### src/rms_pkg.sv
// constants and types shared by the regulator mode selector
package rms_pkg;

    // clock and timing
    localparam int CLK_PERIOD_NS = 50;
    localparam int SWCLK_TIMEOUT_NS = 1000;
    // a least time: round up to whole cycles
    localparam int SWCLK_TIMEOUT_CYCLES =
        (SWCLK_TIMEOUT_NS + CLK_PERIOD_NS - 1) / CLK_PERIOD_NS;

    ////////////////////////////////////////////////////////////////////////
    // register byte offsets
    localparam logic [7:0] ADDR_POWER_CONTROL_FIVE = 8'h00;
    localparam logic [7:0] ADDR_POWER_STATUS_TWO = 8'h04;
    localparam logic [7:0] ADDR_RADIO_SWITCHER_CONTROL_ZERO = 8'h08;
    localparam logic [7:0] ADDR_RADIO_SWITCHER_DRIVE_CONTROL = 8'h0c;
    localparam logic [7:0] ADDR_RADIO_INRUSH_CONTROL = 8'h10;

    // field positions
    localparam int BIT_MCU_SWITCHER_REQUEST = 0;
    localparam int BIT_SWITCHER_IN_USE_FLAG = 0;
    localparam int BIT_LDO_ON = 1;
    localparam int BIT_RADIO_REQUEST = 2;
    localparam int BIT_HOLD_ACTIVE = 3;
    localparam int BIT_SWITCHER_CLOCK_DETECT_ENABLE = 0;
    localparam int BIT_SWITCHER_CLOCK_FAIL = 1;

    // reset values
    localparam logic [3:0] RESET_CURRENT_LIMIT = 4'h0;
    localparam logic [1:0] RESET_INRUSH = 2'h0;

    ////////////////////////////////////////////////////////////////////////
    // radio operating modes
    localparam logic [2:0] RADIO_SLEEP = 3'h0;
    localparam logic [2:0] RADIO_CALIBRATE = 3'h1;
    localparam logic [2:0] RADIO_STANDBY = 3'h2;
    localparam logic [2:0] RADIO_STANDBY_XTAL = 3'h3;
    localparam logic [2:0] RADIO_ACTIVE = 3'h4;
    localparam logic [2:0] RADIO_DEEP_SLEEP = 3'h5;

    // system operating modes (shutdown ends in a reset, so it has no code)
    localparam logic [2:0] SYS_RUN = 3'h0;
    localparam logic [2:0] SYS_SLEEP = 3'h1;
    localparam logic [2:0] SYS_LPRUN = 3'h2;
    localparam logic [2:0] SYS_LPSLEEP = 3'h3;
    localparam logic [2:0] SYS_STOP0 = 3'h4;
    localparam logic [2:0] SYS_STOP1 = 3'h5;
    localparam logic [2:0] SYS_STOP2 = 3'h6;
    localparam logic [2:0] SYS_STANDBY = 3'h7;

    typedef enum logic [1:0] {
        RMS_ST_LDO = 2'b00,
        RMS_ST_SWITCHER = 2'b01,
        RMS_ST_OFF = 2'b11
    } rms_supply_state_type;

endpackage : rms_pkg

### src/rms_clock_monitor.sv
// converter clock loss detector: flags a missing clock tick
`timescale 1ns/100ps
module rms_clock_monitor #(
    parameter int TIMEOUT_CYCLES = rms_pkg::SWCLK_TIMEOUT_CYCLES,
    parameter int CNT_W = 8
) (
    input wire logic clk,           // system clock
    input wire logic rst,           // async reset, active high
    input wire logic enable,        // detector armed
    input wire logic switcher_tick, // one pulse per converter clock period
    output logic clock_fail         // one-cycle pulse on clock loss
);

    localparam logic [CNT_W-1:0] LAST = CNT_W'(TIMEOUT_CYCLES - 1);

    logic [CNT_W-1:0] quiet_count;

    // counts cycles since the last tick; disarmed means no count at all
    always_ff @(posedge clk or posedge rst) begin
        if (rst) begin
            quiet_count <= '0;
        end else if (!enable || switcher_tick || quiet_count == LAST) begin
            quiet_count <= '0;
        end else begin
            quiet_count <= quiet_count + 1'b1;
        end
    end

    always_ff @(posedge clk or posedge rst) begin
        if (rst) begin
            clock_fail <= 1'b0;
        end else begin
            clock_fail <= enable && !switcher_tick && quiet_count == LAST;
        end
    end

endmodule : rms_clock_monitor

### src/rms_selector.sv
// regulator mode selector: picks linear regulator or switching converter
`timescale 1ns/100ps
module rms_selector #(
    parameter int LIMIT_W = 4,
    parameter int INRUSH_W = 2,
    parameter int TIMEOUT_CYCLES = rms_pkg::SWCLK_TIMEOUT_CYCLES
) (
    input wire logic clk,                        // system clock, 20 MHz
    input wire logic rst,                        // power-on reset, async
    input wire logic external_reset_pin_n,       // pin reset, sync, low
    input wire logic psel,                       // apb select
    input wire logic penable,                    // apb enable
    input wire logic pwrite,                     // apb direction
    input wire logic [7:0] paddr,                // apb byte address
    input wire logic [31:0] pwdata,              // apb write data
    output logic [31:0] prdata,                  // apb read data
    output logic pready,                         // apb ready
    output logic pslverr,                        // apb error, unmapped
    input wire logic [2:0] system_mode,          // mcu operating mode
    input wire logic [2:0] radio_mode,           // radio operating mode
    input wire logic radio_regulator_select_cmd, // radio command pulse
    input wire logic radio_regulator_select_value, // 1 converter, 0 ldo
    input wire logic switcher_tick,              // converter clock pulse
    output logic ldo_enable,                     // linear regulator on
    output logic switcher_enable,                // switching converter on
    output logic [LIMIT_W-1:0] switcher_current_limit, // max load select
    output logic [INRUSH_W-1:0] inrush_setting   // inrush control
);

    logic mcu_switcher_request;
    logic radio_switcher_request;
    logic switcher_clock_detect_enable;
    logic switcher_clock_fail;
    logic [LIMIT_W-1:0] radio_switcher_drive_control;
    logic [INRUSH_W-1:0] radio_inrush_control;
    rms_pkg::rms_supply_state_type state;
    rms_pkg::rms_supply_state_type next_state;
    logic deep_low_power;
    logic deep_low_power_prev;
    logic radio_hold;
    logic radio_busy;
    logic deep_off;
    logic low_power_exit;
    logic fail_pulse;
    logic pin_reset;
    logic wr_access;
    logic rd_setup;
    logic [31:0] read_word;
    logic addr_hit;

    ////////////////////////////////////////////////////////////////////////
    // mode decode

    assign pin_reset = !external_reset_pin_n;
    assign radio_busy = radio_mode == rms_pkg::RADIO_ACTIVE;
    assign radio_hold = radio_busy
        || radio_mode == rms_pkg::RADIO_STANDBY_XTAL;
    assign deep_low_power = system_mode == rms_pkg::SYS_STOP1
        || system_mode == rms_pkg::SYS_STOP2
        || system_mode == rms_pkg::SYS_STANDBY;
    // radio activity keeps the supply alive even in deep modes
    assign deep_off = deep_low_power && !radio_busy;
    assign low_power_exit = deep_low_power_prev && !deep_low_power;

    always_ff @(posedge clk or posedge rst) begin
        if (rst) begin
            deep_low_power_prev <= 1'b0;
        end else begin
            deep_low_power_prev <= deep_low_power;
        end
    end

    ////////////////////////////////////////////////////////////////////////
    // converter clock loss detection, armed only while converter runs

    rms_clock_monitor #(
        .TIMEOUT_CYCLES(TIMEOUT_CYCLES),
        .CNT_W(8)
    ) u_clock_monitor (
        .clk(clk),
        .rst(rst),
        .enable(switcher_clock_detect_enable
            && state == rms_pkg::RMS_ST_SWITCHER),
        .switcher_tick(switcher_tick),
        .clock_fail(fail_pulse)
    );

    ////////////////////////////////////////////////////////////////////////
    // supply state machine

    always_comb begin
        next_state = state;
        unique case (state)
            rms_pkg::RMS_ST_LDO, rms_pkg::RMS_ST_SWITCHER: begin
                // a deep mode turns both off, so a loss there needs no ldo
                if (deep_off) begin
                    next_state = rms_pkg::RMS_ST_OFF;
                end else if (fail_pulse) begin
                    next_state = rms_pkg::RMS_ST_LDO;
                end else if (radio_busy && radio_regulator_select_cmd) begin
                    // radio overrides software while it is active
                    next_state = (radio_regulator_select_value
                        && !switcher_clock_fail)
                        ? rms_pkg::RMS_ST_SWITCHER
                        : rms_pkg::RMS_ST_LDO;
                end else if (!radio_hold) begin
                    next_state = ((mcu_switcher_request
                        || radio_switcher_request)
                        && !switcher_clock_fail)
                        ? rms_pkg::RMS_ST_SWITCHER
                        : rms_pkg::RMS_ST_LDO;
                end
            end
            rms_pkg::RMS_ST_OFF: begin
                if (!deep_off) begin
                    next_state = (mcu_switcher_request && !switcher_clock_fail)
                        ? rms_pkg::RMS_ST_SWITCHER
                        : rms_pkg::RMS_ST_LDO;
                end
            end
            default: begin
                next_state = rms_pkg::RMS_ST_LDO;
            end
        endcase
    end

    always_ff @(posedge clk or posedge rst) begin
        if (rst) begin
            state <= rms_pkg::RMS_ST_LDO;
        end else if (pin_reset) begin
            state <= rms_pkg::RMS_ST_LDO;
        end else begin
            state <= next_state;
        end
    end

    // outputs registered from the same next value so they track the state
    always_ff @(posedge clk or posedge rst) begin
        if (rst) begin
            ldo_enable <= 1'b1;
            switcher_enable <= 1'b0;
        end else if (pin_reset) begin
            ldo_enable <= 1'b1;
            switcher_enable <= 1'b0;
        end else begin
            ldo_enable <= next_state == rms_pkg::RMS_ST_LDO;
            switcher_enable <= next_state == rms_pkg::RMS_ST_SWITCHER;
        end
    end

    ////////////////////////////////////////////////////////////////////////
    // request sources

    assign wr_access = psel && penable && pready && pwrite;
    assign rd_setup = psel && !penable;

    // only a reset clears it; low-power modes leave it alone
    always_ff @(posedge clk or posedge rst) begin
        if (rst) begin
            mcu_switcher_request <= 1'b0;
        end else if (pin_reset) begin
            mcu_switcher_request <= 1'b0;
        end else if (wr_access && paddr == rms_pkg::ADDR_POWER_CONTROL_FIVE) begin
            mcu_switcher_request <=
                pwdata[rms_pkg::BIT_MCU_SWITCHER_REQUEST];
        end
    end

    // a command taken under hold waits here until the hold ends
    always_ff @(posedge clk or posedge rst) begin
        if (rst) begin
            radio_switcher_request <= 1'b0;
        end else if (pin_reset || low_power_exit || deep_off) begin
            radio_switcher_request <= 1'b0;
        end else if (radio_regulator_select_cmd) begin
            radio_switcher_request <= radio_regulator_select_value;
        end
    end

    ////////////////////////////////////////////////////////////////////////
    // radio-side converter controls

    always_ff @(posedge clk or posedge rst) begin
        if (rst) begin
            switcher_clock_detect_enable <= 1'b0;
        end else if (pin_reset) begin
            switcher_clock_detect_enable <= 1'b0;
        end else if (wr_access
            && paddr == rms_pkg::ADDR_RADIO_SWITCHER_CONTROL_ZERO) begin
            switcher_clock_detect_enable <=
                pwdata[rms_pkg::BIT_SWITCHER_CLOCK_DETECT_ENABLE];
        end
    end

    // sticky; blocks the converter until cleared; a new failure beats clear
    always_ff @(posedge clk or posedge rst) begin
        if (rst) begin
            switcher_clock_fail <= 1'b0;
        end else if (pin_reset) begin
            switcher_clock_fail <= 1'b0;
        end else if (fail_pulse) begin
            switcher_clock_fail <= 1'b1;
        end else if (wr_access
            && paddr == rms_pkg::ADDR_RADIO_SWITCHER_CONTROL_ZERO
            && pwdata[rms_pkg::BIT_SWITCHER_CLOCK_FAIL]) begin
            switcher_clock_fail <= 1'b0;
        end
    end

    always_ff @(posedge clk or posedge rst) begin
        if (rst) begin
            radio_switcher_drive_control <=
                LIMIT_W'(rms_pkg::RESET_CURRENT_LIMIT);
        end else if (wr_access
            && paddr == rms_pkg::ADDR_RADIO_SWITCHER_DRIVE_CONTROL) begin
            radio_switcher_drive_control <= pwdata[LIMIT_W-1:0];
        end
    end

    // only radio deep-sleep loses the setting
    always_ff @(posedge clk or posedge rst) begin
        if (rst) begin
            radio_inrush_control <= INRUSH_W'(rms_pkg::RESET_INRUSH);
        end else if (radio_mode == rms_pkg::RADIO_DEEP_SLEEP) begin
            radio_inrush_control <= INRUSH_W'(rms_pkg::RESET_INRUSH);
        end else if (wr_access
            && paddr == rms_pkg::ADDR_RADIO_INRUSH_CONTROL) begin
            radio_inrush_control <= pwdata[INRUSH_W-1:0];
        end
    end

    always_ff @(posedge clk or posedge rst) begin
        if (rst) begin
            switcher_current_limit <= LIMIT_W'(rms_pkg::RESET_CURRENT_LIMIT);
            inrush_setting <= INRUSH_W'(rms_pkg::RESET_INRUSH);
        end else begin
            switcher_current_limit <= radio_switcher_drive_control;
            inrush_setting <= radio_inrush_control;
        end
    end

    ////////////////////////////////////////////////////////////////////////
    // apb read decode

    always_comb begin
        read_word = 32'h0000_0000;
        addr_hit = 1'b1;
        unique case (paddr)
            rms_pkg::ADDR_POWER_CONTROL_FIVE: begin
                read_word[rms_pkg::BIT_MCU_SWITCHER_REQUEST] =
                    mcu_switcher_request;
            end
            rms_pkg::ADDR_POWER_STATUS_TWO: begin
                read_word[rms_pkg::BIT_SWITCHER_IN_USE_FLAG] =
                    state == rms_pkg::RMS_ST_SWITCHER;
                read_word[rms_pkg::BIT_LDO_ON] =
                    state == rms_pkg::RMS_ST_LDO;
                read_word[rms_pkg::BIT_RADIO_REQUEST] = radio_switcher_request;
                read_word[rms_pkg::BIT_HOLD_ACTIVE] = radio_hold;
            end
            rms_pkg::ADDR_RADIO_SWITCHER_CONTROL_ZERO: begin
                read_word[rms_pkg::BIT_SWITCHER_CLOCK_DETECT_ENABLE] =
                    switcher_clock_detect_enable;
                read_word[rms_pkg::BIT_SWITCHER_CLOCK_FAIL] =
                    switcher_clock_fail;
            end
            rms_pkg::ADDR_RADIO_SWITCHER_DRIVE_CONTROL: begin
                read_word[LIMIT_W-1:0] = radio_switcher_drive_control;
            end
            rms_pkg::ADDR_RADIO_INRUSH_CONTROL: begin
                read_word[INRUSH_W-1:0] = radio_inrush_control;
            end
            default: begin
                addr_hit = 1'b0;
            end
        endcase
    end

    // one wait-free access phase: ready rises the cycle after setup
    always_ff @(posedge clk or posedge rst) begin
        if (rst) begin
            pready <= 1'b0;
            pslverr <= 1'b0;
            prdata <= 32'h0000_0000;
        end else begin
            pready <= rd_setup;
            pslverr <= rd_setup && !addr_hit;
            if (rd_setup && !pwrite) begin
                prdata <= read_word;
            end else if (!psel) begin
                prdata <= 32'h0000_0000;
            end
        end
    end

endmodule : rms_selector

### config.mk
export PLATFORM = sky130hd
export DESIGN_NAME = rms_selector
export DESIGN_NICKNAME = d
export VERILOG_FILES = /design/src/rms_pkg.sv /design/src/rms_clock_monitor.sv /design/src/rms_selector.sv
export SDC_FILE = /design/constraint.sdc
export NUM_CORES = 1
export LEC_CHECK = 0
export BUFFER_PORTS_ARGS = -buffer_cell sky130_fd_sc_hd__buf_2
export CAP_MARGIN = 15
export CORE_MARGIN = 5
export CORE_UTILIZATION = 41
export DETAILED_ROUTE_END_ITERATION = 6
export PLACE_DENSITY_LB_ADDON = 0.25
export SLEW_MARGIN = 20
export SYNTH_ARGS = -nofsm -noshare
export SYNTH_HDL_FRONTEND = slang
export SYNTH_SLANG_ARGS = --single-unit
### constraint.sdc
create_clock -name clk -period 1.6 [get_ports clk]
set_input_delay 0.4 -clock clk [delete_from_list [all_inputs] [get_ports clk]]
set_output_delay 0.4 -clock clk [all_outputs]
set_load 0.1 [all_outputs]
==> results.yml, run 1 <==
final_layout:
  final_layout_size_suffix_gt1_share_pct: 34.5
  fin_nets: 310
  n_antenna_cell: 0
  areaGrowthSynthToFinish_pct: 23.7
  design_area_sq_um: 2390
  utilization_pct: 51.2
  final-instance-count-excl-fill: 309
placement:
  place_area_sq_um: 2250
  global_placement_routability_congestion: 0.774
  pre_cts_ws_ns: -0.409
  placement.io_buffers: 40
  place.detailed.instances: 301
  detailed_place_hpwl_mm: 3.18
sta:
  period_share_pct: 101
  fin_hold_ws_ns: 0.211
  timing.final.setup_violations: 3
  timing.clock.skew_ns: 0.00421
  final.setup.worst_slack_ns: -0.0113
  maxSlewViolCount: 0
  rsz0062_at_grt: "true"
  max_freq_ghz: 0.621
  hold_violations: 0
  time_the_worst_path_needs_with_i_o_delays_and_setup_ns: 1.61
  fin_setup_tns_ns: -0.0239
yosys:
  synth_top_cells_by_count: "sky130_fd_sc_hd__dfrtp_1, sky130_fd_sc_hd__buf_4, sky130_fd_sc_hd__nor2_1"
  synth_enable_flop_cells: 0
  synth.area.top_cells: "sky130_fd_sc_hd__dfrtp_1, sky130_fd_sc_hd__buf_4, sky130_fd_sc_hd__nor2_1"
  ys.flop_type: "sky130_fd_sc_hd__dfrtp_1"
  post_synth_inst_count: 190
  synth.most_common_cell: "sky130_fd_sc_hd__dfrtp_1"
  netlist_area_sq_um: 1930
  share_of_flip_flops_with_an_asynchronous_set_or_reset_after_synthesis_pct: 100
  syn_area_per_cell_sq_um: 10.2
  yosys_warnings: 0
  synth_cell_type_count: 45
  post-synth-top-area-cell: "sky130_fd_sc_hd__dfrtp_1"
  yosys.area.top_type_share_pct: 45.4
  yosys_register_bits: 36
  synth_seq_area_share_pct: 46.7
route:
  num_vias: 1500
  viasPerCell: 4.85
  drc_errors: 0
  drt_pre_antenna_iters: 4
  average_wire_per_standard_cell_um: 13.1
  antenna_left: 0
  drt_iter0_drc: 75
  finalWirelength_mm: 4.06
critical_path:
  critical_path_required_ns: 1.77
  critical_path.max_fanout: 5
  worst-r2r-setup-slack_ns: 0.01
  startpoint_type: "primary input"
  r2r-start: "u_clock_monitor.quiet_count[2]"
  crit_type: "in -> reg"
  setup.worst_path.end_class: "register"
  cp.arrival_ns: 1.78
  worst_r2r_endpoint: "u_clock_monitor.quiet_count[4]"
  ff2ff_path_depth: 4
cts:
  cts.reportedPaths.clkPinSlew_ns: 0.07
  clkSinkCount: 36
  ctsHtreeMaxLevel: 2
  tritoncts: "yes"
  clock_root_buffer: "sky130_fd_sc_hd__clkbuf_8"
  clock_latency_at_the_later_pin_of_the_worst_skew_pair_ns: 0.28
  clock_tree.buffer_depth: 2
  post_cts_hold_buffer_count: 0
  clock_buffer_count_from_cts: 5
global_routing:
  grt_overflow_total: 0
  first_global_vias: 1372
  pin_count_of_the_biggest_net_entering_global_routing: 37
  grt_first_pass_wirelength_mm: 6.67
  grt_antenna_before_repair: 0
  gr-usage-all-layers_pct: 13.9
pwr:
  design_power_mw: 2.13
  worst_ir_drop_vdd_mv: 0.394
  power.static_leakage_nw: 1.18
  power-per-cell-area_nw_per_um2: 892
floorplan:
  dieArea_sq_um: 6180
  num_rows: 25
  design.portCount: 97
  floorplan.die.width_um: 78.6
  start_util_pct: 41.4
  placeable_area_sq_um: 4660
  die_height_um: 78.6
status:
  run_status: "finished, violations left"
  failed_checks: "setup timing"
job:
  drv_cap: 0
worst_hold_path:
  hold_path.class: "in -> async"
==> where the power goes <==
group / internal (mW) / switching, mW / total, mW
registers: 0.926 / 0.0108 / 0.937
logic: 0.0946 / 0.444 / 0.539
clock network: 0.351 / 0.304 / 0.655
total: 1.37 / 0.759 / 2.13
==> final cells by class <==
type	count	area, sq um
clock buffer	8	90.1
fill	457	2270
inverter	4	15.0
multi-input combinational	145	932
sequential	36	903
tap	54	67.6
timing repair buffer	62	380
==> layer usage <==
layer  global-route usage (%)  up-vias  routed length, um
met5                        0        -                  0
li1                         -      748                  -
met4                     6.29        0                 63
met3                     3.56        6                225
met2                     20.2       42               1840
met1                     19.2      704               1930
==> placed cells by master, fill, tap and decap left out, types with 6 or more instances in the layout <==
cell,synthesis,layout
sky130_fd_sc_hd__buf_2,0,39
sky130_fd_sc_hd__o21ai_0,8,8
sky130_fd_sc_hd__nor2_1,15,11
sky130_fd_sc_hd__nand2_1,13,12
sky130_fd_sc_hd__clkbuf_8,0,6
sky130_fd_sc_hd__a21oi_1,7,7
sky130_fd_sc_hd__conb_1,1,28
sky130_fd_sc_hd__buf_4,28,22
sky130_fd_sc_hd__dfrtp_1,35,34
==> how the worst max path moves through the flow <==
stage,start,end
floorplan,paddr[0],radio_switcher_drive_control[0]
global placement,paddr[0],radio_switcher_drive_control[0]
detailed placement,paddr[0],radio_switcher_drive_control[3]
CTS,u_clock_monitor.quiet_count[2],u_clock_monitor.clock_fail
global route,u_clock_monitor.quiet_count[2],u_clock_monitor.clock_fail
finish,paddr[0],radio_switcher_drive_control[1]
==> sequential cells by signal, indices dropped and copies added, names as in the netlist, 2 cells and up <==
signal	count
inrush_setting	2
prdata	4
radio_inrush_control	2
radio_switcher_drive_control	4
state	2
switcher_current_limit	4
u_clock_monitor.quiet_count	8
==> worst max-delay path: stages <==
cell and delay, ns:
sky130_fd_sc_hd__buf_2 0.09, sky130_fd_sc_hd__or4_4 0.59, sky130_fd_sc_hd__nor4_4 0.32, sky130_fd_sc_hd__mux2_1 0.37
==> timing repair <==
action                                  in CTS  in global routing
resized for setup                            4                  8
buffers inserted                             0                  0
endpoints found under the hold margin        0                  0
endpoints found under the setup margin      12                 17
pin swaps                                    1                  3
==> cell families after synthesis <==
logic type	share of synthesized area [%]
buf+inv	12.8
simple gates	21.1
compound gates	10.3
other cells	0.194
flops	46.7
mux	5.51
xor+xnor	2.72
fa+ha+maj	0.648
Power figures use the tool's default switching activity.
==> run 2, diff against run 1 <==
--- a/config.mk
+++ b/config.mk
@@ -10,3 +10,3 @@
 export CORE_MARGIN = 5
-export CORE_UTILIZATION = 41
+export CORE_UTILIZATION = 43
 export DETAILED_ROUTE_END_ITERATION = 6
==> constraint.sdc (replaced) <==
create_clock -name clk -period 2 [get_ports clk]
set_input_delay 0.5 -clock clk [delete_from_list [all_inputs] [get_ports clk]]
set_output_delay 0.5 -clock clk [all_outputs]
set_load 0.02 [all_outputs]
==> results.yml, run 2 (synthesis results as in run 1) <==
cts:
  post_cts_hold_buffer_count: 0
  clkSinkCount: 36
  clock_latency_at_the_later_pin_of_the_worst_skew_pair_ns: 0.29
  tritoncts: "yes"
  cts.repair_timing.setup_buffer_count: 0
  ctsHtreeMaxLevel: 2
  ctsResizeCount: 0
  clock_buffer_count_from_cts: 5
  clock_root_buffer: "sky130_fd_sc_hd__clkbuf_8"
  cts.reportedPaths.clkPinSlew_ns: 0.08
  clock_tree.buffer_depth: 2
final_layout:
  n_antenna_cell: 0
  final_cell_mix: "sky130_fd_sc_hd__buf_2, sky130_fd_sc_hd__dfrtp_1, sky130_fd_sc_hd__conb_1"
  mostFrequentLayoutCell: "sky130_fd_sc_hd__buf_2"
  final_layout_size_suffix_gt1_share_pct: 25.6
  largest_reg_flops: 8
  seqCellArea_sq_um: 902
  fillers: 417
  fin_nets: 293
  reg_with_most_ffs: "u_clock_monitor.quiet_count"
  multi_input_comb_area_sq_um: 882
  areaGrowthSynthToFinish_pct: 14.6
pwr:
  power-per-cell-area_nw_per_um2: 709
  power_frac_comb_pct: 11.6
  internal_power_mw: 1.16
  netSwitchingPower_mw: 0.407
  p_sw_share_pct: 25.9
  power.static_leakage_nw: 1.10
  worst_ir_drop_vdd_mv: 0.338
  clock_power_share_pct: 40.7
  pwr-share-seq_pct: 47.7
placement:
  global_placement_routability_congestion: 0.777
  pre_cts_ws_ns: -0.106
  placement.io_buffers: 40
  detailed_place_hpwl_mm: 2.91
critical_path:
  worst-r2r-setup-slack_ns: 0.28
  critical_path_required_ns: 2.17
  r2r-start: "u_clock_monitor.quiet_count[2]"
  crit_type: "in -> reg"
  startpoint_type: "primary input"
  worst_r2r_endpoint: "u_clock_monitor.quiet_count[2]"
  setup.worst_path.end_class: "register"
  ff2ff_path_depth: 4
  cp.arrival_ns: 1.95
  critical_path.max_fanout: 5
  worstSetupStartpoint: "paddr[0]"
global_routing:
  gr-usage-all-layers_pct: 13.3
  grt_antenna_before_repair: 0
  first_global_vias: 1319
  pin_count_of_the_biggest_net_entering_global_routing: 37
  grt_first_pass_wirelength_mm: 6.27
  grt_overflow_total: 0
sta:
  hold_violations: 0
  time_the_worst_path_needs_with_i_o_delays_and_setup_ns: 1.78
  final.setup.worst_slack_ns: 0.221
  fin_hold_ws_ns: 0.297
  rsz0062_at_grt: "false"
  timing.clock.skew_ns: 0.00768
  timing.final.setup_violations: 0
  maxSlewViolCount: 0
  max_freq_ghz: 0.562
  period_share_pct: 89.0
route:
  drt_iter0_drc: 61
  drt_pre_antenna_iters: 4
  drc_errors: 0
  finalWirelength_mm: 3.81
  num_vias: 1430
  antenna_left: 0
  viasPerCell: 4.93
  average_wire_per_standard_cell_um: 13.1
job:
  drv_cap: 0
floorplan:
  design.portCount: 97
  start_util_pct: 44.3
  dieArea_sq_um: 5930
  floorplan.die.width_um: 77.0
  die_height_um: 77.0
  num_rows: 24
  placeable_area_sq_um: 4350
status:
  run_status: "finished clean"
worst_hold_path:
  hold_path.class: "in -> async"
## run 2: worst max path at each step
stage / endpoint / slack, ns
3_3_place_gp: radio_switcher_drive_control[0] / -0.09
6_report: radio_switcher_drive_control[3] / 0.22
2_1_floorplan: radio_switcher_drive_control[0] / 0.04
3_5_place_dp: radio_switcher_drive_control[0] / -0.11
5_1_grt: u_clock_monitor.quiet_count[2] / 0.13
4_1_cts: radio_switcher_drive_control[0] / 0.20
## run 2: per-stage QoR
step / instances / TNS, ns / area [sq um] / power [mW] / util, %
2_1_floorplan: 217 / 0 / 2030 / 0.923 / -
3_3_place_gp: 282 / -0.354 / 2100 / 0.943 / 48.3
3_5_place_dp: 282 / -0.416 / 2100 / 0.945 / 48.3
4_1_cts: 290 / 0 / 2210 / 1.58 / 50.8
5_1_grt: 290 / 0 / 2210 / 1.63 / 50.8
6_report: 290 / 0 / 2210 / 1.57 / 50.8
## run 2: cell type report
class | count | area share [%]
Sequential cell | 36 | 40.8
Multi-Input combinational cell | 145 | 39.9
Timing Repair Buffer | 45 | 10.7
Clock buffer | 5 | 3.11
Tap cell | 52 | 2.94
Clock inverter | 3 | 1.92
Inverter | 4 | 0.678
## run 2: power groups by stage
stage                     clock (mW)  combinational, mW  sequential (mW)
after CTS                      0.652              0.183            0.748
after detailed placement           0              0.183            0.762
final                          0.638              0.182            0.748
after global placement             0              0.182            0.762
after floorplan                    0              0.155            0.768
after global routing           0.680              0.203            0.750
## run 2: layer usage
layer  track usage (%)  wire (um)  vias to the layer above
met4              6.70         81                        0
met5                 0          0                        -
met2              19.1       1610                       60
met1              17.7       1770                      657
met3              4.68        341                        4
li1                  -          -                      709
## run 2: critical path, stage by stage
cell and delay, ns:
sky130_fd_sc_hd__buf_2 0.09, sky130_fd_sc_hd__or4_4 0.59, sky130_fd_sc_hd__nor4_4 0.41, sky130_fd_sc_hd__mux2_1 0.36
